--- src/pkg/rier_pkg.sv ---
//Contract
//[RULE1] Log 39 on subunit sync location mismatch
//[RULE2] Bus loss logs 40 with unit number
//[RULE3] Software sets depassivate flag after repair
//[RULE4] Timeouts log 50 input, 51 output
//[RULE5] Input byte zero timeout, interrupt: 52
//[RULE6] Communication flag timeouts log 53, 54
//[RULE7] Missing configured byte logs 55 to 58
//[RULE8] Locating output failure passivates group, logs 59
//[RULE9] Lasting input discrepancy logs 60 with subunit
//[RULE10] Readback mismatch logs 61 with stuck value
//[RULE11] Passivate readback input; peer coincidence external
//[RULE12] Entries stored in detection order; code stores pending entries by source index, lowest first
package rier_pkg;
    // Register byte offsets
    localparam logic [7:0] RIER_CTRL_OFS = 8'h00;
    localparam logic [7:0] RIER_STAT_OFS = 8'h04;
    localparam logic [7:0] RIER_HEAD_OFS = 8'h08;
    localparam logic [7:0] RIER_INFO_OFS = 8'h0C;
    localparam logic [7:0] RIER_EUPS_OFS = 8'h10;
    // Control bits, write-one actions
    localparam int RIER_CTRL_DEPASS_BIT = 0;
    localparam int RIER_CTRL_POP_BIT = 1;
    localparam int RIER_CTRL_RBREL_BIT = 2;
    // Status fields
    localparam int RIER_STAT_LVL_POS = 0;
    localparam int RIER_STAT_RBPAS_BIT = 16;
    localparam int RIER_STAT_EXT_BIT = 17;
    localparam int RIER_STAT_NONEMPTY_BIT = 18;
    // Error codes
    localparam logic [7:0] RIER_E_SYNC = 8'h27;
    localparam logic [7:0] RIER_E_BUS = 8'h28;
    localparam logic [7:0] RIER_E_TMO_IN = 8'h32;
    localparam logic [7:0] RIER_E_TMO_OUT = 8'h33;
    localparam logic [7:0] RIER_E_TMO_BYTE0 = 8'h34;
    localparam logic [7:0] RIER_E_TMO_CIN = 8'h35;
    localparam logic [7:0] RIER_E_TMO_COUT = 8'h36;
    localparam logic [7:0] RIER_E_CFG_BASE = 8'h37;
    localparam logic [7:0] RIER_E_LOC = 8'h3B;
    localparam logic [7:0] RIER_E_DSC = 8'h3C;
    localparam logic [7:0] RIER_E_DQ = 8'h3D;
    // Address of input byte zero
    localparam logic [15:0] RIER_BYTE0_ADDR = 16'h0000;
    // Timing in ns and derived cycle counts at 25 MHz
    localparam int RIER_CLK_NS = 40;
    localparam int RIER_DISC_NS = 40000;
    localparam int RIER_RB_NS = 20000;
    localparam int RIER_PEER_NS = 4000;
    localparam int RIER_DISC_CYC = (RIER_DISC_NS + RIER_CLK_NS - 1) / RIER_CLK_NS;
    localparam int RIER_RB_CYC = (RIER_RB_NS + RIER_CLK_NS - 1) / RIER_CLK_NS;
    localparam int RIER_PEER_CYC = RIER_PEER_NS / RIER_CLK_NS;
    // One log entry: code, info count, two info words
    typedef struct packed {
        logic [7:0] code;
        logic [1:0] ninfo;
        logic [15:0] info1;
        logic [15:0] info2;
    } rier_entry_t;
    localparam int RIER_ENTRY_W = $bits(rier_entry_t);
    // Readback checker states
    typedef enum logic [2:0] {
        RIER_RB_IDLE = 3'b001,
        RIER_RB_WAIT = 3'b010,
        RIER_RB_FAIL = 3'b100
    } rier_rb_state_t;
endpackage : rier_pkg
--- src/pkg/rier_log_if.sv ---
`timescale 1ns/1ps
// Log store handshake between the reporter and its entry memory
interface rier_log_if #(parameter int W = 42, parameter int LW = 5);
    logic push_valid; // Entry offered
    logic push_ready; // Memory has room
    logic [W-1:0] push_data;
    logic pop_valid; // Head entry present
    logic pop_ready; // Drop head entry
    logic [W-1:0] pop_data;
    logic [LW-1:0] level; // Entries held
    modport wr (output push_valid, push_data, pop_ready, input push_ready, pop_valid, pop_data, level);
    modport mem (input push_valid, push_data, pop_ready, output push_ready, pop_valid, pop_data, level);
endinterface : rier_log_if

--- src/core/rier_log_mem.sv ---
`timescale 1ns/1ps
// Entry memory, kept in arrival order
module rier_log_mem #(
    parameter int DEPTH = 16,
    parameter int W = 42,
    parameter int LW = 5
) (
    input wire logic pclk,
    input wire logic presetn,
    rier_log_if.mem lg
);
    logic [W-1:0] mem_r [DEPTH]; // Entry storage
    logic [LW-2:0] wp_r, wp_nxt, rp_r, rp_nxt; // Pointers
    logic [LW-1:0] cnt_r, cnt_nxt; // Fill level
    logic do_push, do_pop;

    // Handshake terms
    always_comb begin
        do_push = lg.push_valid && (cnt_r != LW'(DEPTH));
        do_pop = lg.pop_ready && (cnt_r != '0);
        wp_nxt = do_push ? wp_r + 1'b1 : wp_r;
        rp_nxt = do_pop ? rp_r + 1'b1 : rp_r;
        cnt_nxt = cnt_r + LW'(do_push) - LW'(do_pop);
    end

    // Pointer and level registers
    always_ff @(posedge pclk or negedge presetn) begin
        if (!presetn) begin
            wp_r <= '0;
            rp_r <= '0;
            cnt_r <= '0;
        end else begin
            wp_r <= wp_nxt;
            rp_r <= rp_nxt;
            cnt_r <= cnt_nxt;
        end
    end

    // Storage, no reset needed
    always_ff @(posedge pclk) begin
        if (do_push) begin
            mem_r[wp_r] <= lg.push_data;
        end
    end

    assign lg.push_ready = (cnt_r != LW'(DEPTH));
    assign lg.pop_valid = (cnt_r != '0);
    assign lg.pop_data = mem_r[rp_r];
    assign lg.level = cnt_r;
endmodule : rier_log_mem

--- src/core/rier_top.sv ---
`timescale 1ns/1ps
// Error classifier and log for the redundant I/O side
module rier_top
    import rier_pkg::*;
#(
    parameter int NUM_UNIT = 16,
    parameter int NUM_GRP = 8,
    parameter int DEPTH = 16
) (
    input wire logic pclk,
    input wire logic presetn,
    input wire logic psel,
    input wire logic penable,
    input wire logic pwrite,
    input wire logic [7:0] paddr,
    input wire logic [31:0] pwdata,
    output logic [31:0] prdata,
    output logic pready,
    output logic pslverr,
    input wire logic sync_loc_err,
    input wire logic bus_fail,
    input wire logic [$clog2(NUM_UNIT)-1:0] expansion_unit,
    input wire logic access_timeout,
    input wire logic [15:0] tmo_addr,
    input wire logic [15:0] tmo_instr,
    input wire logic tmo_output,
    input wire logic tmo_comm,
    input wire logic tmo_irq_active,
    input wire logic cfg_missing,
    input wire logic [1:0] cfg_type,
    input wire logic [15:0] cfg_addr,
    input wire logic loc_fail,
    input wire logic [15:0] loc_addr,
    input wire logic [$clog2(NUM_GRP)-1:0] loc_group,
    input wire logic digital_input_a,
    input wire logic digital_input_b,
    input wire logic [15:0] dsc_bitbyte,
    input wire logic dsc_bad_subunit,
    input wire logic dq_value,
    input wire logic readback_input,
    input wire logic [15:0] rb_bitbyte,
    input wire logic peer_rb_err,
    output logic [NUM_UNIT-1:0] unit_passive,
    output logic [NUM_GRP-1:0] dq_group_passive,
    output logic rb_passive,
    output logic ext_fault
);
    import rier_pkg::*;
    localparam int NSRC = 7; // Event sources, index is priority
    localparam int LW = $clog2(DEPTH) + 1;

    rier_log_if #(.W(RIER_ENTRY_W), .LW(LW)) lg ();

    rier_log_mem #(.DEPTH(DEPTH), .W(RIER_ENTRY_W), .LW(LW)) u_mem (
        .pclk(pclk),
        .presetn(presetn),
        .lg(lg)
    );

    // Register bus state
    logic [31:0] prdata_r, prdata_nxt;
    logic pready_r, pready_nxt, pslverr_r, pslverr_nxt;
    logic wr_ctrl; // Control write accepted
    logic [31:0] rd_mux;
    logic rd_ok;
    // Event capture
    rier_entry_t ev [NSRC]; // Entries offered this cycle
    logic [NSRC-1:0] ev_hit; // Source pulses this cycle
    rier_entry_t pend_r [NSRC], pend_nxt [NSRC];
    logic [NSRC-1:0] pv_r, pv_nxt; // Pending flags
    logic [NSRC-1:0] sel; // One-hot winner
    rier_entry_t push_e;
    // Passivation and fault state
    logic [NUM_UNIT-1:0] eup_r, eup_nxt;
    logic [NUM_GRP-1:0] grp_r, grp_nxt;
    logic ext_r, ext_nxt;
    // Discrepancy timer
    logic [$clog2(RIER_DISC_CYC+1)-1:0] dcnt_r, dcnt_nxt;
    logic dsc_err;
    // Readback checker
    rier_rb_state_t rb_r, rb_nxt;
    logic [$clog2(RIER_RB_CYC+1)-1:0] rcnt_r, rcnt_nxt;
    logic dq_prev_r;
    logic rb_err;
    logic [$clog2(RIER_PEER_CYC+2)-1:0] own_age_r, own_age_nxt, peer_age_r, peer_age_nxt;

    // Read multiplexer
    always_comb begin
        rd_ok = 1'b1;
        rd_mux = 32'h00000000;
        unique case (paddr)
            RIER_CTRL_OFS: rd_mux = 32'h00000000;
            RIER_STAT_OFS: begin
                rd_mux[RIER_STAT_LVL_POS +: LW] = lg.level;
                rd_mux[RIER_STAT_RBPAS_BIT] = (rb_r == RIER_RB_FAIL);
                rd_mux[RIER_STAT_EXT_BIT] = ext_r;
                rd_mux[RIER_STAT_NONEMPTY_BIT] = lg.pop_valid;
            end
            RIER_HEAD_OFS: rd_mux = lg.pop_valid ? {22'h000000, push_head(lg.pop_data)} : 32'h00000000;
            RIER_INFO_OFS: rd_mux = lg.pop_valid ? lg.pop_data[31:0] : 32'h00000000;
            RIER_EUPS_OFS: rd_mux = 32'(eup_r);
            default: rd_ok = 1'b0;
        endcase
    end

    // Head word: code and info count
    function automatic logic [9:0] push_head(input logic [RIER_ENTRY_W-1:0] d);
        rier_entry_t e;
        e = rier_entry_t'(d);
        return {e.ninfo, e.code};
    endfunction : push_head

    // APB slave: answer one cycle after setup
    always_comb begin
        pready_nxt = psel && !penable && !pready_r;
        prdata_nxt = prdata_r;
        pslverr_nxt = 1'b0;
        if (psel && !penable) begin
            prdata_nxt = pwrite ? 32'h00000000 : rd_mux;
            pslverr_nxt = !rd_ok;
        end
        wr_ctrl = psel && penable && pready_r && pwrite && (paddr == RIER_CTRL_OFS);
    end

    always_ff @(posedge pclk or negedge presetn) begin
        if (!presetn) begin
            prdata_r <= 32'h00000000;
            pready_r <= 1'b0;
            pslverr_r <= 1'b0;
        end else begin
            prdata_r <= prdata_nxt;
            pready_r <= pready_nxt;
            pslverr_r <= pslverr_nxt;
        end
    end

    // Build entries for each source
    always_comb begin
        for (int i = 0; i < NSRC; i++) begin
            ev[i] = '0;
        end
        ev[0].code = RIER_E_SYNC; // see [RULE1]
        ev[1] = '{RIER_E_BUS, 2'd1, 16'(expansion_unit), 16'h0000}; // see [RULE2]
        ev[2].ninfo = 2'd2; // see [RULE4]
        ev[2].info1 = tmo_addr;
        ev[2].info2 = tmo_instr;
        if (tmo_comm) begin
            ev[2].code = tmo_output ? RIER_E_TMO_COUT : RIER_E_TMO_CIN; // see [RULE6]
        end else if (tmo_output) begin
            ev[2].code = RIER_E_TMO_OUT; // see [RULE4]
        end else if (tmo_irq_active && tmo_addr == RIER_BYTE0_ADDR) begin
            ev[2].code = RIER_E_TMO_BYTE0; // see [RULE5]
        end else begin
            ev[2].code = RIER_E_TMO_IN;
        end
        ev[3] = '{RIER_E_CFG_BASE + 8'(cfg_type), 2'd1, cfg_addr, 16'h0000}; // see [RULE7]
        ev[4] = '{RIER_E_LOC, 2'd1, loc_addr, 16'h0000}; // see [RULE8]
        ev[5] = '{RIER_E_DSC, 2'd2, dsc_bitbyte, {15'h0000, dsc_bad_subunit}}; // see [RULE9]
        ev[6] = '{RIER_E_DQ, 2'd2, rb_bitbyte, {15'h0000, readback_input}}; // see [RULE10]
        ev_hit = {rb_err, dsc_err, loc_fail, cfg_missing, access_timeout, bus_fail, sync_loc_err};
    end

    // Pending slots: lowest index goes first, new event beats a drain
    always_comb begin
        sel = '0;
        for (int i = NSRC - 1; i >= 0; i--) begin
            if (pv_r[i]) begin
                sel = NSRC'(1) << i;
            end
        end
        push_e = '0;
        for (int i = 0; i < NSRC; i++) begin
            if (sel[i]) begin
                push_e = pend_r[i];
            end
        end
        for (int i = 0; i < NSRC; i++) begin
            pv_nxt[i] = pv_r[i] && !(sel[i] && lg.push_ready);
            pend_nxt[i] = pend_r[i];
            if (ev_hit[i]) begin
                pv_nxt[i] = 1'b1;
                pend_nxt[i] = ev[i];
            end
        end
    end

    assign lg.push_valid = |sel; // see [RULE12]
    assign lg.push_data = push_e;
    assign lg.pop_ready = wr_ctrl && pwdata[RIER_CTRL_POP_BIT];

    // Passivation masks; a failure beats a same-cycle depassivation
    always_comb begin
        eup_nxt = eup_r;
        grp_nxt = grp_r;
        if (wr_ctrl && pwdata[RIER_CTRL_DEPASS_BIT]) begin
            eup_nxt = '0; // see [RULE3]
            grp_nxt = '0;
        end
        if (bus_fail) begin
            eup_nxt[expansion_unit] = 1'b1; // see [RULE2]
        end
        if (loc_fail) begin
            grp_nxt[loc_group] = 1'b1; // see [RULE8]
        end
    end

    // Discrepancy timer: one report per lasting mismatch
    always_comb begin
        dcnt_nxt = '0;
        dsc_err = 1'b0;
        if (digital_input_a != digital_input_b) begin
            dcnt_nxt = dcnt_r;
            if (dcnt_r < RIER_DISC_CYC) begin
                dcnt_nxt = dcnt_r + 1'b1;
            end
            dsc_err = (dcnt_r == RIER_DISC_CYC - 1); // see [RULE9]
        end
    end

    // Readback checker and peer coincidence
    always_comb begin
        rb_nxt = rb_r;
        rcnt_nxt = rcnt_r;
        rb_err = 1'b0;
        unique case (rb_r)
            RIER_RB_IDLE: begin
                rcnt_nxt = '0;
                if (dq_value != dq_prev_r || readback_input != dq_value) begin
                    rb_nxt = RIER_RB_WAIT;
                end
            end
            RIER_RB_WAIT: begin
                rcnt_nxt = rcnt_r + 1'b1;
                if (dq_value != dq_prev_r) begin
                    rcnt_nxt = '0;
                end else if (readback_input == dq_value) begin
                    rb_nxt = RIER_RB_IDLE;
                end else if (rcnt_r == RIER_RB_CYC - 1) begin
                    rb_err = 1'b1; // see [RULE10]
                    rb_nxt = RIER_RB_FAIL; // see [RULE11]
                end
            end
            RIER_RB_FAIL: begin
                if (wr_ctrl && pwdata[RIER_CTRL_RBREL_BIT]) begin
                    rb_nxt = RIER_RB_IDLE;
                end
            end
        endcase
        own_age_nxt = rb_err ? '0 : (own_age_r <= RIER_PEER_CYC ? own_age_r + 1'b1 : own_age_r);
        peer_age_nxt = peer_rb_err ? '0 : (peer_age_r <= RIER_PEER_CYC ? peer_age_r + 1'b1 : peer_age_r);
        ext_nxt = ext_r;
        if (wr_ctrl && pwdata[RIER_CTRL_RBREL_BIT]) begin
            ext_nxt = 1'b0;
        end
        if ((rb_err && (peer_rb_err || peer_age_r <= RIER_PEER_CYC))
            || (peer_rb_err && own_age_r <= RIER_PEER_CYC)) begin
            ext_nxt = 1'b1; // see [RULE11]
        end
    end

    // State registers
    always_ff @(posedge pclk or negedge presetn) begin
        if (!presetn) begin
            pv_r <= '0;
            for (int i = 0; i < NSRC; i++) begin
                pend_r[i] <= '0;
            end
            eup_r <= '0;
            grp_r <= '0;
            dcnt_r <= '0;
            rb_r <= RIER_RB_IDLE;
            rcnt_r <= '0;
            dq_prev_r <= 1'b0;
            ext_r <= 1'b0;
            own_age_r <= '1;
            peer_age_r <= '1;
        end else begin
            pv_r <= pv_nxt;
            for (int i = 0; i < NSRC; i++) begin
                pend_r[i] <= pend_nxt[i];
            end
            eup_r <= eup_nxt;
            grp_r <= grp_nxt;
            dcnt_r <= dcnt_nxt;
            rb_r <= rb_nxt;
            rcnt_r <= rcnt_nxt;
            dq_prev_r <= dq_value;
            ext_r <= ext_nxt;
            own_age_r <= own_age_nxt;
            peer_age_r <= peer_age_nxt;
        end
    end

    assign prdata = prdata_r;
    assign pready = pready_r;
    assign pslverr = pslverr_r;
    assign unit_passive = eup_r;
    assign dq_group_passive = grp_r;
    assign rb_passive = rb_r[2]; // One-hot fail bit
    assign ext_fault = ext_r;
endmodule : rier_top

--- config.mk ---
export PLATFORM = sky130hd
export DESIGN_NAME = rier_top
export DESIGN_NICKNAME = d
export VERILOG_FILES = /design/src/pkg/rier_pkg.sv /design/src/pkg/rier_log_if.sv /design/src/core/rier_log_mem.sv /design/src/core/rier_top.sv
export SDC_FILE = /design/constraint.sdc
export NUM_CORES = 1
export LEC_CHECK = 0
export BUFFER_PORTS_ARGS = -buffer_cell sky130_fd_sc_hd__clkbuf_2
export CAP_MARGIN = 20
export CORE_ASPECT_RATIO = 2
export CORE_MARGIN = 2
export CORE_UTILIZATION = 23
export CTS_BUF_LIST = sky130_fd_sc_hd__clkbuf_16
export CTS_CLUSTER_SIZE = 24
export DETAILED_ROUTE_END_ITERATION = 10
export SLEW_MARGIN = 20
export SYNTH_ARGS = -nofsm -noshare
export SYNTH_HDL_FRONTEND = slang
export SYNTH_SLANG_ARGS = --single-unit
--- constraint.sdc ---
create_clock -name pclk -period 6.46 [get_ports pclk]
set_input_delay 0.969 -clock pclk [delete_from_list [all_inputs] [get_ports pclk]]
set_output_delay 0.969 -clock pclk [all_outputs]
set_load 0.02 [all_outputs]
# Word-level counts from Yosys, hierarchy flattened
# Memories as Yosys holds them, arrays and structs flattened.
# Index checks and enable logic that the tools add are counted.
[totals]
in_bits = 164
ramBits = 672
reg_bits = 245
n_memories = 1
[classes]
n_bitwise = 2
n_reduce_logical = 53
n_mux = 65
magnitude_cmp = 7
eq_ne = 19
add_sub_neg = 9
[memory_table]
columns = ["name", "depth", "word_bits", "rd", "rd_clocked_by_memory_dff", "write_ports", "line", "text"]
rows = [
  ["u_mem.mem_r", 16, 42, 1, 0, 1, "rier_log_mem.sv:12", "logic [W-1:0] mem_r [DEPTH];"],
]
[ops]
columns = ["cell", "n"]
rows = [
  ["$mux W42", 5],
  ["$mux W40", 2],
  ["$mux W7", 11],
  ["$mux W32", 2],
  ["$pmux W11 S3", 1],
  ["$mux W16", 2],
  ["$logic_and A1 B1 Y1", 30],
  ["$mux W10", 3],
  ["$pmux W13 S2", 1],
  ["$mux W3", 8],
  ["$mux W1", 20],
  ["$pmux W5 S4", 1],
  ["$pmux W3 S3", 2],
  ["$pmux W9 S2", 1],
  ["$eq A8 B4 Y1 const B", 2],
  ["$logic_not A16 Y1", 1],
  ["$mux W8", 2],
  ["$or A16 B16 Y16", 1],
  ["$add A7 B1 Y7 const B", 2],
  ["$le A7 B7 Y1 const B", 2],
  ["$add A10 B1 Y10 const B", 1],
  ["$eq A10 B10 Y1 const B", 1],
  ["$logic_not A1 Y1", 10],
  ["$lt A10 B10 Y1 const B", 1],
  ["other kinds (33)", 43],
]

# Longest topological paths before layout
[logic_depth]
ltp_word = 14
ltp_mapped = 15
mapped_depth_nobuf = 14

# Hierarchy
# Synthesis repeated with hierarchy kept, for this count alone.
[unflattened]
cells_unflattened = 2166
hier_area_um2 = 36667.7
[modules_own_cells]
columns = ["module", "instances", "cells_each", "area_each_um2"]
rows = [
  ["rier_log_mem", 1, 1296, 26570.5],
  ["rier_top", 1, 870, 10097.2],
]

# Worst setup path before layout
# OpenSTA, ideal clock, no wires.
[synth_path]
path_type = "input to register"
from = "input port paddr[7]"
to = "register u_mem.cnt_r[4] (netlist: u_mem.lg.level[4])"
stages = 14
n_path_buf = 1
t_required_ns = 6.335
setup_time_ns = 0.125
t_arrival_ns = 3.197
path_slack_ns = 3.138
cell_sequence = "or4_1 nor2_1 and4b_1 buf_2 ha_1 inv_1 ha_1 inv_1 fa_1 inv_1 a21oi_1 nor2_1 nor2_1 xnor2_1"
[synth_between]
elab_chain_cells = 5
[synth_rtl]
columns = ["element", "line", "text"]
rows = [
  ["start: declaration", "rier_top.sv:15", "input wire logic [7:0] paddr,"],
  ["$logic_not A8 Y1", "rier_top.sv:122", "wr_ctrl = psel && penable && pready_r && pwrite && (paddr == RIER_CTRL_OFS);"],
  ["$logic_and A1 B1 Y1", "rier_top.sv:122", ""],
  ["$logic_and A1 B1 Y1", "rier_top.sv:189", "assign lg.pop_ready = wr_ctrl && pwdata[RIER_CTRL_POP_BIT];"],
  ["$logic_and A1 B1 Y1", "rier_log_mem.sv:20", "do_pop = lg.pop_ready && (cnt_r != '0);"],
  ["net u_mem.do_pop", "rier_log_mem.sv:15", "logic do_push, do_pop;"],
  ["$sub A5 B1 Y5", "rier_log_mem.sv:23", "cnt_nxt = cnt_r + LW'(do_push) - LW'(do_pop);"],
  ["net u_mem.cnt_nxt[4]", "rier_log_mem.sv:14", "logic [LW-1:0] cnt_r, cnt_nxt;"],
  ["end signal: assignment", "rier_log_mem.sv:35", "cnt_r <= cnt_nxt;"],
  ["end: declaration", "rier_log_mem.sv:14", ""],
]
# The timed path passes the listed nets, and every way through them passes these cells.
# A chain may end at the register's enable or synchronous reset.

# Final worst setup path
[layout_path]
from = "input port paddr[3]"
to = "register u_mem.cnt_r[4] (netlist: u_mem.lg.level[4])"
[layout_between]
elab_chain_cells = 5
[layout_rtl]
columns = ["element", "line"]
rows = [
  ["$logic_not A8 Y1", "rier_top.sv:122"],
  ["$logic_and A1 B1 Y1", "rier_top.sv:122"],
  ["$logic_and A1 B1 Y1", "rier_top.sv:189"],
  ["$logic_and A1 B1 Y1", "rier_log_mem.sv:20"],
  ["$sub A5 B1 Y5", "rier_log_mem.sv:23"],
  ["net u_mem.cnt_nxt[4]", "rier_log_mem.sv:14"],
]
# The timed path passes the listed nets, and every way through them passes these cells.

==> results by stage <==
Run status:
- The flow ran to the end, and the final reports show no timing, DRC or antenna violations.

Route:
- The first detailed-routing pass took 7 iterations.
- The detailed-route DRC error count is 0.
- The detailed router put a total of 39000 um of wire on met1.
- Dividing the detail-routed via count by the number of cells gives 4.54.
- Summed over all nets, wire length on met3 after detailed routing comes to 9200 um.
- The number of DRC markers in iteration 0 is 1937.
- The highest signal layer in the routed design is met5.
- Dividing the detail-routed wire length by the instance count gives 21.4 um.
- The vias after detailed routing is 18900.
- Wires add up to 89000 um.
- Summed over all nets, wire length on met2 after detailed routing comes to 39400 um.
- In this run the remaining antenna-violating nets after routing total 0.

Floorplanning:
- The initial core utilization is 23.1%.
- The number of primary I/O pins is 224.
- The core area is 151000 sq um.
- In this run the core area contains 202 standard-cell rows.
- The chip height is 555 um.
- The die covers 155000 sq um.
- The die is 279 um wide.

Critical path:
- The worst register-to-register path begins at pv_r[0].
- In this run the register-to-register setup slack is 2990 ps.
- The endpoint identified for the worst register-to-register timing path is u_mem.mem_r[13][21].
- The largest individual stage delay along the critical path comes from the cell sky130_fd_sc_hd__nor4_2.
- The cell depth of the worst flop-to-flop path is 4.
- For the worst setup path, the data required time is 6970 ps.
- For the worst setup path, the data arrival time is 4250 ps.
- The most prevalent standard cell on the critical path is sky130_fd_sc_hd__inv_1.
- The critical path launch point type is an input pin.
- Of all nets on the critical path, the largest fanout is 7.
- The critical path goes through clkbuf_2 -> or2_2 -> nor4_2 -> and4b_1 -> ha_1 -> inv_1 -> ha_1 -> inv_1 -> fa_1 -> inv_1 -> a21oi_1 -> nor2_1 -> nor2_1 -> xnor2_1.
- The critical path in this run is classified as input pin to flop.
- The category of the worst setup path capture point is a flop.
- For this run, the slowest stage of the critical path takes 910 ps.

Synthesis:
- Of the post-synthesis cell area, the dominant cell type holds 55.1%.
- For this run, asynchronously set or reset flops after synthesis account for 26.6%.
- Yosys printed 0 warnings.
- By count the netlist is led by sky130_fd_sc_hd__edfxtp_1, sky130_fd_sc_hd__dfrtp_1, sky130_fd_sc_hd__mux4_2.
- The number of enable-type register cells in the synthesized netlist is 640.
- Of all cell types, the one taking the most synthesized area is sky130_fd_sc_hd__edfxtp_1.
- The total nets after synthesis is 2110.
- Ranked by total cell area, the synthesized netlist is headed by sky130_fd_sc_hd__edfxtp_1, sky130_fd_sc_hd__dfrtp_1, sky130_fd_sc_hd__mux4_2, sky130_fd_sc_hd__mux2_2, sky130_fd_sc_hd__mux2i_1.
- The number of standard cells after synthesis is 1927.
- The count of state elements after synthesis is 872.
- After synthesis, the mean cell area works out to 18.1 sq um.
- The proportion of synthesized chip area in sequential cells is 71.8%.
- The netlist area before placement is 34900 sq um.
- The most repeated cell in the gate-level netlist after synthesis is sky130_fd_sc_hd__edfxtp_1.
- For this run, the leading register cell type out of synthesis is sky130_fd_sc_hd__edfxtp_1.
- The distinct cell type count of the synthesized netlist is 65.

STA:
- Across all hold checks on the routed design, the worst slack comes to 361 ps.
- The count of pins over their slew limit came to 0.
- Setup repair after global routing left no endpoint under its margin.
- The smallest clock period supported by the final layout is computed as 3750 ps.
- Setup violations remaining at the end of the flow were counted as 0.
- Across the routed clock network, the largest skew measured is 15.1 ps.
- The worst pin sits at a relative slew slack of 21.5%.
- Derived from the worst setup path, the maximum achievable clock frequency is 267 MHz.
- The count of endpoints failing hold in the final timing report is 0.
- The setup TNS is 0 ps.
- The final cycle utilization of the critical path is 58.0%.
- At the pin with the least slew margin, the transition time is 1170 ps.

Pwr:
- The power dissipated by switching net loads is 0.00356 W.
- In this run, the combinational gates consume 12.4% of the power.
- Net switching is 25.9% of the power.
- For this design the static power due to leakage is 14.2 nW.
- The largest voltage drop on the vdd net is 0.000223 V.
- The post-route total power is 0.0138 W.
- Internal power comes to 0.0102 W.
- The power per standard cell area is 337 nW/um^2.
- Per report_power, the clock group accounts for 34.4% of the total.
- The sequential cell fraction of total power is 53.2%.

Cells and area:
- Of the cells placed in the final design, the portion with a size suffix greater than 1 is 31.3%.
- The design area is 40800 sq um.
- The signed area change from the synthesized netlist to the final layout is 17.0%.
- After the flow finishes, the layout carries non-filler instances totaling 4153.
- The number of antenna diodes in the final layout is 0.
- The post-layout net count is 2325.

CTS:
- Post-CTS timing repair inserted 0 buffers for setup.
- The maximum clock insertion buffer count is 3.
- Counting every sink on the clock net gives 872.
- For this design, the CTS-stage hold fixing added 0 buffers.
- TritonCTS built the clock tree.
- The clock insertion delay at the later pin of the skew report is 630 ps.
- TritonCTS created 88 clock buffers.
- The number of instances resized during post-cts repair is 0.
- Clock-pin slew was measured on the worst setup and hold paths at 60 ps.
- CTS placed an instance of sky130_fd_sc_hd__clkbuf_16 at the clock tree root.
- The deepest level of the CTS H-tree is 3.

GRT:
- The first global-routing pass estimated 131000 um of wire.
- For this run the aggregate overflow at the end of global routing stands at 0.
- The number of antenna violations at the first check in global routing is 10.
- The largest net degree at the start of global routing is 137.
- The via count of the first global-routing pass came to 19500.
- Global routing used 11.3% of the available tracks across all layers.

Run:
- Across the run, the number of max-cap violations was 0.

Placement:
- Once detailed placement completed, the half-perimeter wirelength came to 50100 um.
- Buffers placed on the I/O ports in this run total 194.
- Once placement finished, the instance area stood at 38100 sq um.
- The final weighted congestion of routability-driven global placement is 0.803.
- Including well taps, the total number of placed cells is 3990.

Worst hold path:
- The worst min-delay path category is input pin to async pin.
[worst max-delay path by stage]
stage / startpoint / end / slack [ps] / depth (start not counted)
after detailed placement: paddr[3] / u_mem.lg.level[4] / 2260 / 14
after global placement: paddr[3] / u_mem.lg.level[4] / 2230 / 14
after CTS: paddr[3] / u_mem.lg.level[4] / 2910 / 14
after floorplan: paddr[7] / u_mem.lg.level[4] / 3140 / 14
after global routing: paddr[3] / u_mem.lg.level[4] / 2550 / 14
final: paddr[3] / u_mem.lg.level[4] / 2710 / 14
[state kept, by name, summed over array words and instances, names as in the netlist, 8 cells and up]
name / flops
rcnt_r: 9
u_mem.mem_r: 640
dq_group_passive: 8
prdata: 32
unit_passive: 16
pend_r: 116
dcnt_r: 10
[critical path: cells and delay by family]
kind / cells / cell delay, ps
XOR/XNOR: 1 / 120
adder cells (fa/ha/maj): 3 / 860
AND/OR/NAND/NOR: 5 / 1880
buffers and inverters: 4 / 350
AO/OA/AOI/OAI: 1 / 70
[metal layers]
metal  vias to the layer above  global-route usage, %
met5                         -                      0
met4                        16                   2.14
met3                       116                   4.28
met2                       724                   16.8
met1                      9937                   15.7
li1                       8060                      -
[metrics by stage]
step                      setup WS [ps]  utilization (%)
after floorplan                    3140                -
after global placement             2230             25.3
after detailed placement           2260             25.3
after CTS                          2910             27.0
after global routing               2550             27.0
final                              2710             27.0
[cell usage in the layout (no fill, tap or decap), drive strengths merged, types with 18 or more instances in the layout]
master    n
a21oi    45
a22oi    20
and2     35
buf      30
clkbuf  285
clkinv   42
dfrtp   217
edfxtp  640
ha       18
inv      59
mux2    136
mux2i    48
mux4    160
nand2    92
nor2     62
o21ai    62
xnor2    19
[power groups by stage]
| stage | Sequential, W | Combinational [W] | Clock (W) |
|---|---|---|---|
| 3_5_place_dp | 0.00743 | 0.00174 | 0 |
| 3_3_place_gp | 0.00737 | 0.00170 | 0 |
| 5_1_grt | 0.00739 | 0.00185 | 0.00502 |
| 4_1_cts | 0.00732 | 0.00175 | 0.00480 |
| 6_report | 0.00732 | 0.00171 | 0.00473 |
| 2_1_floorplan | 0.00734 | 0.000938 | 0 |
[final cells by class]
type	count	area, sq um
Tap cell	1938	2420
Clock inverter	71	359
Fill cell	15000	110000
Multi-Input combinational cell	925	9320
Sequential cell	872	25100
Inverter	32	120
Clock buffer	92	2300
Timing Repair Buffer	223	1220
[kinds of logic after synthesis]
group	share of synthesized area, %
compound gates	4.35
xor+xnor	0.829
fa+ha+maj	0.703
buf+inv	1.73
flops	71.8
mux	16.1
simple gates	4.48
Power figures use the tool's default switching activity.
